## config.mk

```make
export PLATFORM = sky130hd
export DESIGN_NAME = led_boost_fault_supervisor
export DESIGN_NICKNAME = d
export VERILOG_FILES = /design/src/hw/fault_pkg.sv /design/src/hw/led_boost_fault_supervisor.sv /design/src/hw/sync3.sv
export SDC_FILE = /design/constraint.sdc
export NUM_CORES = 1
export LEC_CHECK = 0
export BUFFER_PORTS_ARGS = -buffer_cell sky130_fd_sc_hd__buf_2
export CORE_ASPECT_RATIO = 0.8
export CORE_MARGIN = 1.5
export CORE_UTILIZATION = 61
export DETAILED_ROUTE_END_ITERATION = 8
export GPL_TIMING_DRIVEN = 0
export PLACE_DENSITY = 0.85
export SLEW_MARGIN = 20
export SYNTH_ARGS = -nofsm -noshare
export SYNTH_HDL_FRONTEND = slang
export SYNTH_SLANG_ARGS = --single-unit
```

## constraint.sdc

```tcl
create_clock -name i_clock -period 6.69 [get_ports i_clock]
set_input_delay 1.338 -clock i_clock [delete_from_list [all_inputs] [get_ports i_clock]]
set_output_delay 1.338 -clock i_clock [all_outputs]
set_load 0.02 [all_outputs]
```

## src/hw/fault_pkg.sv

```systemverilog
// Constants, field layouts and types for the LED boost fault supervisor.
// Function
// Overvoltage alone stops switching, no latch, no alarm.
// Startup overvoltage drops unregulated strings, alarms, stops switching.
// Continue variant resumes once output has fallen.
// All-out variant startup overvoltage latches everything off.
// Running overvoltage removes the currentless string only.
// All-out variant open string latches all off.
// Primary limit ends on-time at once, no flag.
// Secondary limit shuts down and latches off.
// Input overcurrent shuts down fast, alarms, latches.
// Input overcurrent turns disconnect switch gate off.
// Supply rise enables; long supply fall disables.
// All fault inputs are monitored during operation.
// String loss is masked during startup transients.
// System fits the disconnect switch for shorts.
// Enable or dimming low 16 ms clears faults.
// Alarm is active-low open-drain, wired-AND capable.
// Comparator flags synchronised, primary limit excepted.
// Build option selects continue or all-out behaviour.
package fault_pkg;
  localparam int unsigned CLK_PERIOD_NS = 8;
  localparam int unsigned UVLO_FALL_NS = 50000;
  localparam int unsigned FAULT_CLR_NS = 16000000;
  localparam int unsigned INPUT_OC_MAX_NS = 3000;
  // Least times round up to whole cycles, longest times round down.
  localparam int unsigned UVLO_FALL_CYC = (UVLO_FALL_NS + CLK_PERIOD_NS - 1) / CLK_PERIOD_NS;
  localparam int unsigned FAULT_CLR_CYC = (FAULT_CLR_NS + CLK_PERIOD_NS - 1) / CLK_PERIOD_NS;
  localparam int unsigned INPUT_OC_MAX_CYC = INPUT_OC_MAX_NS / CLK_PERIOD_NS;

  localparam int unsigned NUM_STRINGS = 6;
  localparam int unsigned SYNC_W = 16;

  localparam logic [7:0] ADR_CTRL = 8'h00;
  localparam logic [7:0] ADR_STATUS = 8'h04;
  localparam logic [7:0] ADR_MASK = 8'h08;
  localparam logic [7:0] ADR_STATE = 8'h0C;

  localparam int unsigned CTRL_RUN_BIT = 0;
  localparam logic CTRL_RUN_RESET = 1'h1;

  localparam int unsigned EV_W = 7;
  localparam int unsigned EV_OVP = 0;
  localparam int unsigned EV_PRIMARY = 1;
  localparam int unsigned EV_SECONDARY = 2;
  localparam int unsigned EV_INPUT_OC = 3;
  localparam int unsigned EV_STRING = 4;
  localparam int unsigned EV_UVLO = 5;
  localparam int unsigned EV_CLEAR = 6;
  localparam logic [6:0] STATUS_RESET = 7'h00;
  localparam logic [6:0] MASK_RESET = 7'h00;

  localparam int unsigned ST_STRINGS_LSB = 0;
  localparam int unsigned ST_ALARM = 6;
  localparam int unsigned ST_SUPPLY_OK = 7;
  localparam int unsigned ST_FAULT_PIN = 8;
  localparam int unsigned ST_OVP_STOP = 9;
  localparam int unsigned ST_STATE_LSB = 10;

  typedef enum logic [1:0] {
    ST_OFF,
    ST_SOFT,
    ST_RUN,
    ST_LATCH
  } sup_state_t;

  // Write-one-to-clear update in which a new event wins over a clear.
  function automatic logic [6:0] w1c_update(input logic [6:0] cur, input logic [6:0] set,
                                            input logic [6:0] clr);
    w1c_update = (cur & ~clr) | set;
  endfunction : w1c_update
endpackage : fault_pkg

```

## src/hw/led_boost_fault_supervisor.sv

```systemverilog
// Fault supervisor for a boost LED driver with a Wishbone register port.
//
// Added by the designer: the placing of the registers and the Wishbone register port.
`timescale 1ns/1ps
module led_boost_fault_supervisor #(
  parameter bit ALL_OUT = 1'b0,
  parameter int unsigned UVLO_CYCLES = fault_pkg::UVLO_FALL_CYC,
  parameter int unsigned CLEAR_CYCLES = fault_pkg::FAULT_CLR_CYC
) (
  input wire logic i_clock,
  input wire logic i_rst_n,
  input wire logic i_wb_cyc,
  input wire logic i_wb_stb,
  input wire logic i_wb_we,
  input wire logic [7:0] i_wb_adr,
  input wire logic [3:0] i_wb_sel,
  input wire logic [31:0] i_wb_dat,
  output logic [31:0] o_wb_dat,
  output logic o_wb_ack,
  output logic o_irq,
  input wire logic i_enable,
  input wire logic i_dimming,
  input wire logic i_supply_rise_threshold,
  input wire logic i_supply_fall_threshold,
  input wire logic i_overvoltage_sense,
  input wire logic i_ovp_rearm,
  input wire logic i_primary_current_limit,
  input wire logic i_secondary_current_limit,
  input wire logic i_input_current_sense,
  input wire logic [5:0] i_string_in_reg,
  input wire logic i_gate_request,
  output logic o_gate_en,
  output logic [5:0] o_sink_en,
  output logic o_disconnect_gate_en,
  input wire logic i_fault_n_i,
  output logic o_fault_n_o,
  output logic o_fault_n_oe
);
  logic [15:0] raw_in;
  logic [15:0] syn;
  logic en_s;
  logic dim_s;
  logic rise_s;
  logic fall_s;
  logic ovp_s;
  logic rearm_s;
  logic sec_s;
  logic ioc_s;
  logic prim_s;
  logic pin_s;
  logic [5:0] reg_s;

  fault_pkg::sup_state_t state_r;
  fault_pkg::sup_state_t state_nxt;
  logic alarm_r;
  logic alarm_nxt;
  logic [5:0] string_off_r;
  logic [5:0] string_off_nxt;
  logic ovp_stop_r;
  logic supply_ok_r;
  logic [31:0] fall_cnt_r;
  logic [31:0] clr_cnt_r;
  logic fault_clear;
  logic uvlo_trip;
  logic active;
  logic hard_trip;
  logic ovp_prev_r;
  logic prim_prev_r;
  logic [5:0] unreg;
  logic switch_allow_r;
  logic ctrl_run_r;
  logic [6:0] status_r;
  logic [6:0] mask_r;
  logic [6:0] ev_set;
  logic [6:0] ev_clr;
  logic wb_req;
  logic wb_wr;
  logic [31:0] rd_data;

  // The primary limit is synchronised only for the event flag; the gate uses it raw.
  assign raw_in = {i_enable, i_dimming, i_supply_rise_threshold, i_supply_fall_threshold,
                   i_overvoltage_sense, i_ovp_rearm, i_secondary_current_limit,
                   i_input_current_sense, i_primary_current_limit, i_fault_n_i,
                   i_string_in_reg};

  sync3 #(
    .W(fault_pkg::SYNC_W)
  ) u_sync (
    .i_clock(i_clock),
    .i_rst_n(i_rst_n),
    .i_async(raw_in),
    .o_sync(syn)
  );

  assign en_s = syn[15];
  assign dim_s = syn[14];
  assign rise_s = syn[13];
  assign fall_s = syn[12];
  assign ovp_s = syn[11];
  assign rearm_s = syn[10];
  assign sec_s = syn[9];
  assign ioc_s = syn[8];
  assign prim_s = syn[7];
  assign pin_s = syn[6];
  assign reg_s = syn[5:0];

  // Supply monitor: rise enables, a fall must persist before disabling.
  always_ff @(posedge i_clock) begin
    if (!i_rst_n) begin
      fall_cnt_r <= 32'h0000_0000;
    end else if (fall_s && !uvlo_trip) begin
      fall_cnt_r <= fall_cnt_r + 32'h0000_0001;
    end else if (!fall_s) begin
      fall_cnt_r <= 32'h0000_0000;
    end
  end

  assign uvlo_trip = fall_s && (fall_cnt_r == 32'(UVLO_CYCLES));

  always_ff @(posedge i_clock) begin
    if (!i_rst_n) begin
      supply_ok_r <= 1'b0;
    end else if (uvlo_trip) begin
      supply_ok_r <= 1'b0;
    end else if (rise_s) begin
      supply_ok_r <= 1'b1;
    end
  end

  // Fault clear: enable or dimming held low for longer than the clear time.
  always_ff @(posedge i_clock) begin
    if (!i_rst_n) begin
      clr_cnt_r <= 32'h0000_0000;
    end else if (en_s && dim_s) begin
      clr_cnt_r <= 32'h0000_0000;
    end else if (!fault_clear) begin
      clr_cnt_r <= clr_cnt_r + 32'h0000_0001;
    end
  end

  assign fault_clear = !(en_s && dim_s) && (clr_cnt_r == 32'(CLEAR_CYCLES));

  assign active = supply_ok_r && en_s && dim_s && ctrl_run_r;
  assign hard_trip = sec_s || ioc_s;
  assign unreg = ~reg_s & ~string_off_r;

  always_comb begin
    state_nxt = state_r;
    alarm_nxt = alarm_r;
    string_off_nxt = string_off_r;
    if (fault_clear) begin
      state_nxt = fault_pkg::ST_OFF;
      alarm_nxt = 1'b0;
      string_off_nxt = 6'h00;
    end else if (hard_trip && state_r != fault_pkg::ST_LATCH) begin
      state_nxt = fault_pkg::ST_LATCH;
      alarm_nxt = 1'b1;
    end else begin
      case (state_r)
        fault_pkg::ST_OFF: begin
          if (active) begin
            state_nxt = fault_pkg::ST_SOFT;
          end
        end
        fault_pkg::ST_SOFT: begin
          // Strings still rising are judged only at overvoltage, not before.
          if (!active) begin
            state_nxt = fault_pkg::ST_OFF;
          end else if (ovp_s && !ovp_prev_r && unreg != 6'h00) begin
            alarm_nxt = 1'b1;
            if (ALL_OUT) begin
              state_nxt = fault_pkg::ST_LATCH;
            end else begin
              string_off_nxt = string_off_r | unreg;
              state_nxt = fault_pkg::ST_RUN;
            end
          end else if (unreg == 6'h00) begin
            state_nxt = fault_pkg::ST_RUN;
          end
        end
        fault_pkg::ST_RUN: begin
          if (!active) begin
            state_nxt = fault_pkg::ST_OFF;
          end else if (ovp_s && !ovp_prev_r && unreg != 6'h00) begin
            alarm_nxt = 1'b1;
            if (ALL_OUT) begin
              state_nxt = fault_pkg::ST_LATCH;
            end else begin
              string_off_nxt = string_off_r | unreg;
            end
          end
        end
        fault_pkg::ST_LATCH: begin
          state_nxt = fault_pkg::ST_LATCH;
        end
        default: begin
          state_nxt = fault_pkg::ST_OFF;
        end
      endcase
    end
  end

  always_ff @(posedge i_clock) begin
    if (!i_rst_n) begin
      state_r <= fault_pkg::ST_OFF;
      alarm_r <= 1'b0;
      string_off_r <= 6'h00;
    end else begin
      state_r <= state_nxt;
      alarm_r <= alarm_nxt;
      string_off_r <= string_off_nxt;
    end
  end

  // Overvoltage stop: no latch, no alarm; resumes after the output has fallen.
  always_ff @(posedge i_clock) begin
    if (!i_rst_n) begin
      ovp_stop_r <= 1'b0;
    end else if (ovp_s) begin
      ovp_stop_r <= 1'b1;
    end else if (rearm_s) begin
      ovp_stop_r <= 1'b0;
    end
  end

  always_ff @(posedge i_clock) begin
    if (!i_rst_n) begin
      ovp_prev_r <= 1'b0;
      prim_prev_r <= 1'b0;
    end else begin
      ovp_prev_r <= ovp_s;
      prim_prev_r <= prim_s;
    end
  end

  // Switching permission, sinks and the disconnect gate follow the next state.
  always_ff @(posedge i_clock) begin
    if (!i_rst_n) begin
      switch_allow_r <= 1'b0;
      o_sink_en <= 6'h00;
      o_disconnect_gate_en <= 1'b0;
    end else begin
      switch_allow_r <= (state_nxt == fault_pkg::ST_SOFT || state_nxt == fault_pkg::ST_RUN)
                        && !ovp_s && !(ovp_stop_r && !rearm_s);
      if (state_nxt == fault_pkg::ST_SOFT || state_nxt == fault_pkg::ST_RUN) begin
        o_sink_en <= ~string_off_nxt;
      end else begin
        o_sink_en <= 6'h00;
      end
      o_disconnect_gate_en <= active && !hard_trip && state_nxt != fault_pkg::ST_LATCH;
    end
  end

  // The primary limit cuts the on-time combinationally, so no sync delay adds overshoot.
  assign o_gate_en = i_gate_request && switch_allow_r && !i_primary_current_limit;

  // The alarm pin only ever pulls low, so several devices can share one line.
  assign o_fault_n_o = 1'b0;
  assign o_fault_n_oe = alarm_r;

  // Event capture for the interrupt; the primary limit flag is for software only.
  always_comb begin
    ev_set = 7'h00;
    ev_set[fault_pkg::EV_OVP] = ovp_s && !ovp_prev_r;
    ev_set[fault_pkg::EV_PRIMARY] = prim_s && !prim_prev_r;
    ev_set[fault_pkg::EV_SECONDARY] = sec_s && state_r != fault_pkg::ST_LATCH;
    ev_set[fault_pkg::EV_INPUT_OC] = ioc_s && state_r != fault_pkg::ST_LATCH;
    ev_set[fault_pkg::EV_STRING] = (string_off_nxt != string_off_r) ||
                                   (state_nxt == fault_pkg::ST_LATCH &&
                                    state_r != fault_pkg::ST_LATCH && !hard_trip);
    ev_set[fault_pkg::EV_UVLO] = uvlo_trip && supply_ok_r;
    ev_set[fault_pkg::EV_CLEAR] = fault_clear && (alarm_r || state_r == fault_pkg::ST_LATCH);
  end

  // Wishbone classic slave: ack one cycle after the request, write on the ack edge.
  assign wb_req = i_wb_cyc && i_wb_stb;
  assign wb_wr = wb_req && o_wb_ack && i_wb_we && i_wb_sel[0];

  always_comb begin
    ev_clr = 7'h00;
    if (wb_wr && i_wb_adr == fault_pkg::ADR_STATUS) begin
      ev_clr = i_wb_dat[6:0];
    end
  end

  always_ff @(posedge i_clock) begin
    if (!i_rst_n) begin
      o_wb_ack <= 1'b0;
    end else begin
      o_wb_ack <= wb_req && !o_wb_ack;
    end
  end

  always_ff @(posedge i_clock) begin
    if (!i_rst_n) begin
      ctrl_run_r <= fault_pkg::CTRL_RUN_RESET;
      mask_r <= fault_pkg::MASK_RESET;
    end else if (wb_wr) begin
      if (i_wb_adr == fault_pkg::ADR_CTRL) begin
        ctrl_run_r <= i_wb_dat[fault_pkg::CTRL_RUN_BIT];
      end
      if (i_wb_adr == fault_pkg::ADR_MASK) begin
        mask_r <= i_wb_dat[6:0];
      end
    end
  end

  always_ff @(posedge i_clock) begin
    if (!i_rst_n) begin
      status_r <= fault_pkg::STATUS_RESET;
    end else begin
      status_r <= fault_pkg::w1c_update(status_r, ev_set, ev_clr);
    end
  end

  always_comb begin
    rd_data = 32'h0000_0000;
    case (i_wb_adr)
      fault_pkg::ADR_CTRL: rd_data[fault_pkg::CTRL_RUN_BIT] = ctrl_run_r;
      fault_pkg::ADR_STATUS: rd_data[6:0] = status_r;
      fault_pkg::ADR_MASK: rd_data[6:0] = mask_r;
      fault_pkg::ADR_STATE: begin
        rd_data[fault_pkg::ST_STRINGS_LSB +: 6] = string_off_r;
        rd_data[fault_pkg::ST_ALARM] = alarm_r;
        rd_data[fault_pkg::ST_SUPPLY_OK] = supply_ok_r;
        rd_data[fault_pkg::ST_FAULT_PIN] = pin_s;
        rd_data[fault_pkg::ST_OVP_STOP] = ovp_stop_r;
        rd_data[fault_pkg::ST_STATE_LSB +: 2] = state_r;
      end
      default: rd_data = 32'h0000_0000;
    endcase
  end

  always_ff @(posedge i_clock) begin
    if (!i_rst_n) begin
      o_wb_dat <= 32'h0000_0000;
    end else if (wb_req && !o_wb_ack) begin
      o_wb_dat <= rd_data;
    end
  end

  always_ff @(posedge i_clock) begin
    if (!i_rst_n) begin
      o_irq <= 1'b0;
    end else begin
      o_irq <= |(status_r & mask_r);
    end
  end
endmodule : led_boost_fault_supervisor

```

## src/hw/sync3.sv

```systemverilog
// Three-stage synchroniser whose output follows once stages two and three agree.
`timescale 1ns/1ps
module sync3 #(
  parameter int unsigned W = 1
) (
  input wire logic i_clock,
  input wire logic i_rst_n,
  input wire logic [W-1:0] i_async,
  output logic [W-1:0] o_sync
);
  logic [W-1:0] s1_r;
  logic [W-1:0] s2_r;
  logic [W-1:0] s3_r;
  logic [W-1:0] agree;

  assign agree = ~(s2_r ^ s3_r);

  always_ff @(posedge i_clock) begin
    if (!i_rst_n) begin
      s1_r <= '0;
      s2_r <= '0;
      s3_r <= '0;
    end else begin
      s1_r <= i_async;
      s2_r <= s1_r;
      s3_r <= s2_r;
    end
  end

  // A single-cycle disagreement is treated as a glitch and ignored.
  always_ff @(posedge i_clock) begin
    if (!i_rst_n) begin
      o_sync <= '0;
    end else begin
      o_sync <= (agree & s3_r) | (~agree & o_sync);
    end
  end
endmodule : sync3
```

* Word level (Yosys, flattened, before mapping)
Cells that the tools add are included.
Storage, ports and cells: flip-flop bits (word level) 178, output and inout port bits 44
Cells by class: bitwise operators 16, equality and inequality tests 15, reduce and logical (&&, ||, !) cells 61, mux-type cells 25, $add $sub $neg 2
Operator list (count):
- 32-bit by 1-bit adder with 32-bit output, second input constant | 2
- 32-bit two-way mux | 2
- 16-bit bitwise AND | 2
- 32-bit by 13-bit equality test with 1-bit output, second input constant | 1
- 32-bit by 21-bit equality test with 1-bit output, second input constant | 1
- 16-bit inverter | 2
- 1-bit logical AND | 30
- 6-bit two-way mux | 5
- 6-bit inverter | 3
- 6-bit one-hot mux with 3 select lines | 1
- 8-bit by 4-bit equality test with 1-bit output, second input constant | 2
- 16-bit bitwise OR | 1
- 16-bit bitwise XOR | 1
- 7-bit bitwise AND | 2
- 2-bit two-way mux | 7
- 1-bit logical NOT | 10
- 2-bit equality test, second input constant | 4
- 8-bit by 3-bit equality test with 1-bit output, second input constant | 1
- 8-bit logical NOT | 1
- 2-bit one-hot mux with 4 select lines | 1
- 2-bit nonzero test | 4
- 2-bit OR reduction | 4
- 7-bit two-way mux | 1
- 7-bit inverter | 1
- other kinds (17) | 30

* Logic depth before layout (Yosys ltp)
depth after elaboration 14, depth in mapped cells 13, gate-level depth less buffers 11

* Cells and area by module
Synthesis repeated with hierarchy kept, for this count alone.
Unflattened totals: cell total of the unflattened synthesis 778, area, all modules 7252.0 um^2
Modules (own cells, without submodules):
- led_boost_fault_supervisor | area each 5356.4 um^2, cells an instance 611, instances 1, seq. area each 2282.2 um^2
- sync3 | area each 1895.6 um^2, cells an instance 167, instances 1, seq. area each 1281.2 um^2

* Worst setup path after synthesis
OpenSTA, ideal clock, no wires.
path type in2out, start input port i_gate_request, end output port o_gate_en, arrival time 1.655 ns, slack 3.697 ns, required time 5.352 ns, stages on the path 2, path buffers 0, cells stage by stage nand2_1 nor2_1
Between the ends: word-level cells in the longest chain between the ends 2
Ends and longest elaborated chain:
- start: declaration | RTL line led_boost_fault_supervisor.sv:31 | input wire logic i_gate_request,
- 1-bit logical AND (2 in a row) | RTL line led_boost_fault_supervisor.sv:255 | assign o_gate_en = i_gate_request && switch_allow_r && !i_primary_current_limit;
- end: declaration | RTL line led_boost_fault_supervisor.sv:32 | output logic o_gate_en,
No other way between the ends.

* Worst setup path after layout
start input port i_wb_adr[1], end register o_wb_dat[2]
Between the ends: word-level cells in the longest chain between the ends 2, elaborated cells on any way between the ends 4, classes of those cells eq/ne (3); mux (1)
Ends and longest elaborated chain:
- start: declaration | RTL line led_boost_fault_supervisor.sv:15 | input wire logic [7:0] i_wb_adr,
- 8-bit by 4-bit equality test with 1-bit output or 8-bit by 3-bit equality test with 1-bit output (tied branches) | RTL line led_boost_fault_supervisor.sv:318 | case (i_wb_adr)
- 6-bit one-hot mux with 3 select lines * | RTL line led_boost_fault_supervisor.sv:318
- end signal: assignment | RTL line led_boost_fault_supervisor.sv:338 | o_wb_dat <= rd_data;
- end: declaration | RTL line led_boost_fault_supervisor.sv:18 | output logic [31:0] o_wb_dat,
Mark *: on every way between the ends. The rest lies on a longest branch, timed or not. A chain may end at the register's enable or synchronous reset.

==> out/metrics.yaml <==
status: "finished clean"
min_period_ps: 3150
p_switching_uw: 507
first_global_vias: 5262
regArea_um2: 3560
drive_gt1_share_pct: 15.1
ys_top_cells_by_area: "dfxtp_1 (50%), and2_1 (5.1%), nor2_1 (4.6%)"
cp-start-kind: "input pin"
met3WireLength_um: 1100
dr.pass1.iters: 5
ys_types: 53
power.share.clock_pct: 45.1
timing.final.crit_share_pct: 47.1
overflow: 0
top_layer_used: "met4"
cts-resized-gates: 0
end_kind: "flop"
slew_headroom_pct: 44.1
holdBufCountCts: 0
portBuffers: 59
antenna_left: 0
cts_root_buf: "clkbuf_16"
die_x_um: 124
dp_hpwl_um: 11200
ys.flop_type: "dfxtp_1"
ir_worst_vdd_uv: 199
async_flop_share_pct: 0
nNetsFinal: 939
setup_viol: 0
synth_edf_count: 0
r2r_cells: 12
switching_share_pct: 24.1
grtUsageTotal_pct: 26.6
maxCapViolations: 0
insertion_delay_ps: 420
seq_power_share_pct: 51.4
hold_path_class: "flop to flop"
whs_path_depth: 1
start_util_pct: 62.2
synth_top_area_share_pct: 49.9
drc: 0
rsz0062_at_grt: "false"
dpl_cell_area_um2: 7690
nFillCells: 800
pin_count: 110
post_cts_buffers: 0
timing.fmax_mhz: 317
netlist_area_um2: 7140
yosysTopAreaCell: "dfxtp_1"
cts_tree: "done"
gp_congestion: 0.876
cp.required_ps: 7060
ys_seq_elements: 178
pwr-share-comb_pct: 3.5
grt_first_pass_wirelength_um: 25400
critPathKind: "input pin to flop"
n_antenna_cell: 0
rows: 35
die_area_um2: 12400
wl_met2_um: 7170
vias: 5683
clock_skew_ps: 14.1
core_region_area_um2: 11500
grt_max_degree: 19
viasPerCell: 5.54
fp.dieH_um: 99.7
power_report.internal_total_uw: 1600
leakagePower_uw: 0.00319
cts.path.max_buffers: 2
syn_inst: 766
cts.clk_slew.worst_paths_ps: 70
worst_ep_arrival_time_ps: 3520
synth-seq-area-share_pct: 49.9
numCtsBuffers: 17
multi_input_area_um2: 3310
cts.sinks: 178
tightest_slew_ps: 828
fin_util_pct: 72.0
drt-total-wl_um: 15700
yosysWarnings: 0
crit_fanout: 6
area_delta_synth_final_pct: 15.7
drtIter0Drc: 395
avgSynthCellArea_um2: 9.32
antenna_found_initial: 0
finalSetupTns_ps: 0
cts_htree_levels: 4
wl_per_cell_um: 15.3
maxSlewViolCount: 0
hold_viol: 0
final_area_um2: 8260
wl_met1_um: 7090
power.density_nw_per_um2: 255
[sequential cells by signal, summed over array words and instances, names as in the netlist, named ones only]
register,cells
clr_cnt_r,32
fall_cnt_r,32
u_sync.s1_r,16
u_sync.s2_r,16
u_sync.s3_r,16
o_wb_dat,12
mask_r,7
status_r,7
o_sink_en,6
string_off_r,6
state_r,2
ctrl_run_r,1
o_disconnect_gate_en,1
o_fault_n_oe,1
o_irq,1
o_wb_ack,1
ovp_prev_r,1
ovp_stop_r,1
prim_prev_r,1
supply_ok_r,1
switch_allow_r,1
[worst paths after layout]
kind / start / endpoint / slack (ps)
setup reg to reg: clr_cnt_r[0] / switch_allow_r / 3820
setup / recovery: i_wb_adr[1] / o_wb_dat[2] / 3540
hold reg to reg: u_sync.s1_r[14] / u_sync.s2_r[14] / 430
hold / removal: u_sync.s1_r[14] / u_sync.s2_r[14] / 430
[metal layers]
layer  up-vias  GRT usage [%]
met1      2639           35.1
met2       220           43.0
met3        36           6.54
met4         0           8.92
met5         -              0
li1       2788              -
[power by group through the flow]
stage / Sequential (uW) / Clock (uW) / Combinational [uW]
global route: 1080 / 1010 / 82.3
floorplan: 1100 / 0 / 48.7
detailed placement: 1110 / 0 / 73.5
CTS: 1080 / 953 / 74.1
global placement: 1110 / 0 / 71.0
finish: 1080 / 950 / 74.6
[layout make-up]
| cell class | instances | share of cell area (%) |
|---|---|---|
| clock inverters | 14 | 1.65 |
| plain buffers | 49 | 3.39 |
| flip-flops and latches | 178 | 43.2 |
| inverters | 16 | 0.727 |
| multi-input cells | 543 | 40.1 |
| clock buffers | 18 | 5.20 |
| well taps | 148 | 2.24 |
| repair buffers | 59 | 3.58 |
[cell usage in the layout (no fill, tap or decap), drive strengths merged, types with 2 or more instances in the layout]
cell type and count:
ha 9, a22oi 14, mux2 6, clkinv 4
nand3b 4, o21a 4, or2 2, conb 21
nor2b 14, inv 24, clkinvlp 2, nand4 23
nor2 88, xor2 34, a21boi 4, nor4b 7
or4 3, nand2 55, and3 5, or3 6
o21bai 6, o22ai 3, buf 86, o21ai 32
clkbuf 40, nor3 16, and2 58, and4 11
nor4 12, a21oi 36, a31oi 3, dfxtp 178
mux2i 10, nand3 25, xnor2 21
[worst max-delay path: stages]
cell and delay (ps):
buf_2 100, nor4_1 380, nor4b_1 730, o21ai_0 530, o21ai_0 300, and2_1 150
[synth_stat cells, types with 10 or more instances]
cell type,n
and2_1,58
and4_1,11
clkbuf_1,22
xor2_1,34
nor2b_1,14
xnor2_1,20
nand4_1,23
mux2i_1,10
nand2_1,54
buf_4,21
inv_1,16
a22oi_1,14
dfxtp_1,178
a21oi_1,36
o21ai_0,31
nor3_1,16
nand3_1,25
nor2_1,88
[logic make-up after synthesis]
group | after synthesis | share of synthesized area [%]
simple gates | 333 | 25.1
flops | 178 | 49.9
compound gates | 108 | 9.08
buf+inv | 65 | 4.77
xor+xnor | 55 | 6.86
mux | 17 | 2.67
fa+ha+maj | 9 | 1.58
other cells | 1 | 0.0526
[stage by stage]
stage               hold slack (ps)  std cells  worst slack (ps)  power, uW
global placement                416        993              3440       1180
finish                          433       1025              3540       2110
detailed placement              418        993              3240       1180
CTS                             434       1025              3660       2110
global route                    451       1025              3460       2170
floorplan                       412        786              3700       1150
Power figures use the tool's default switching activity.
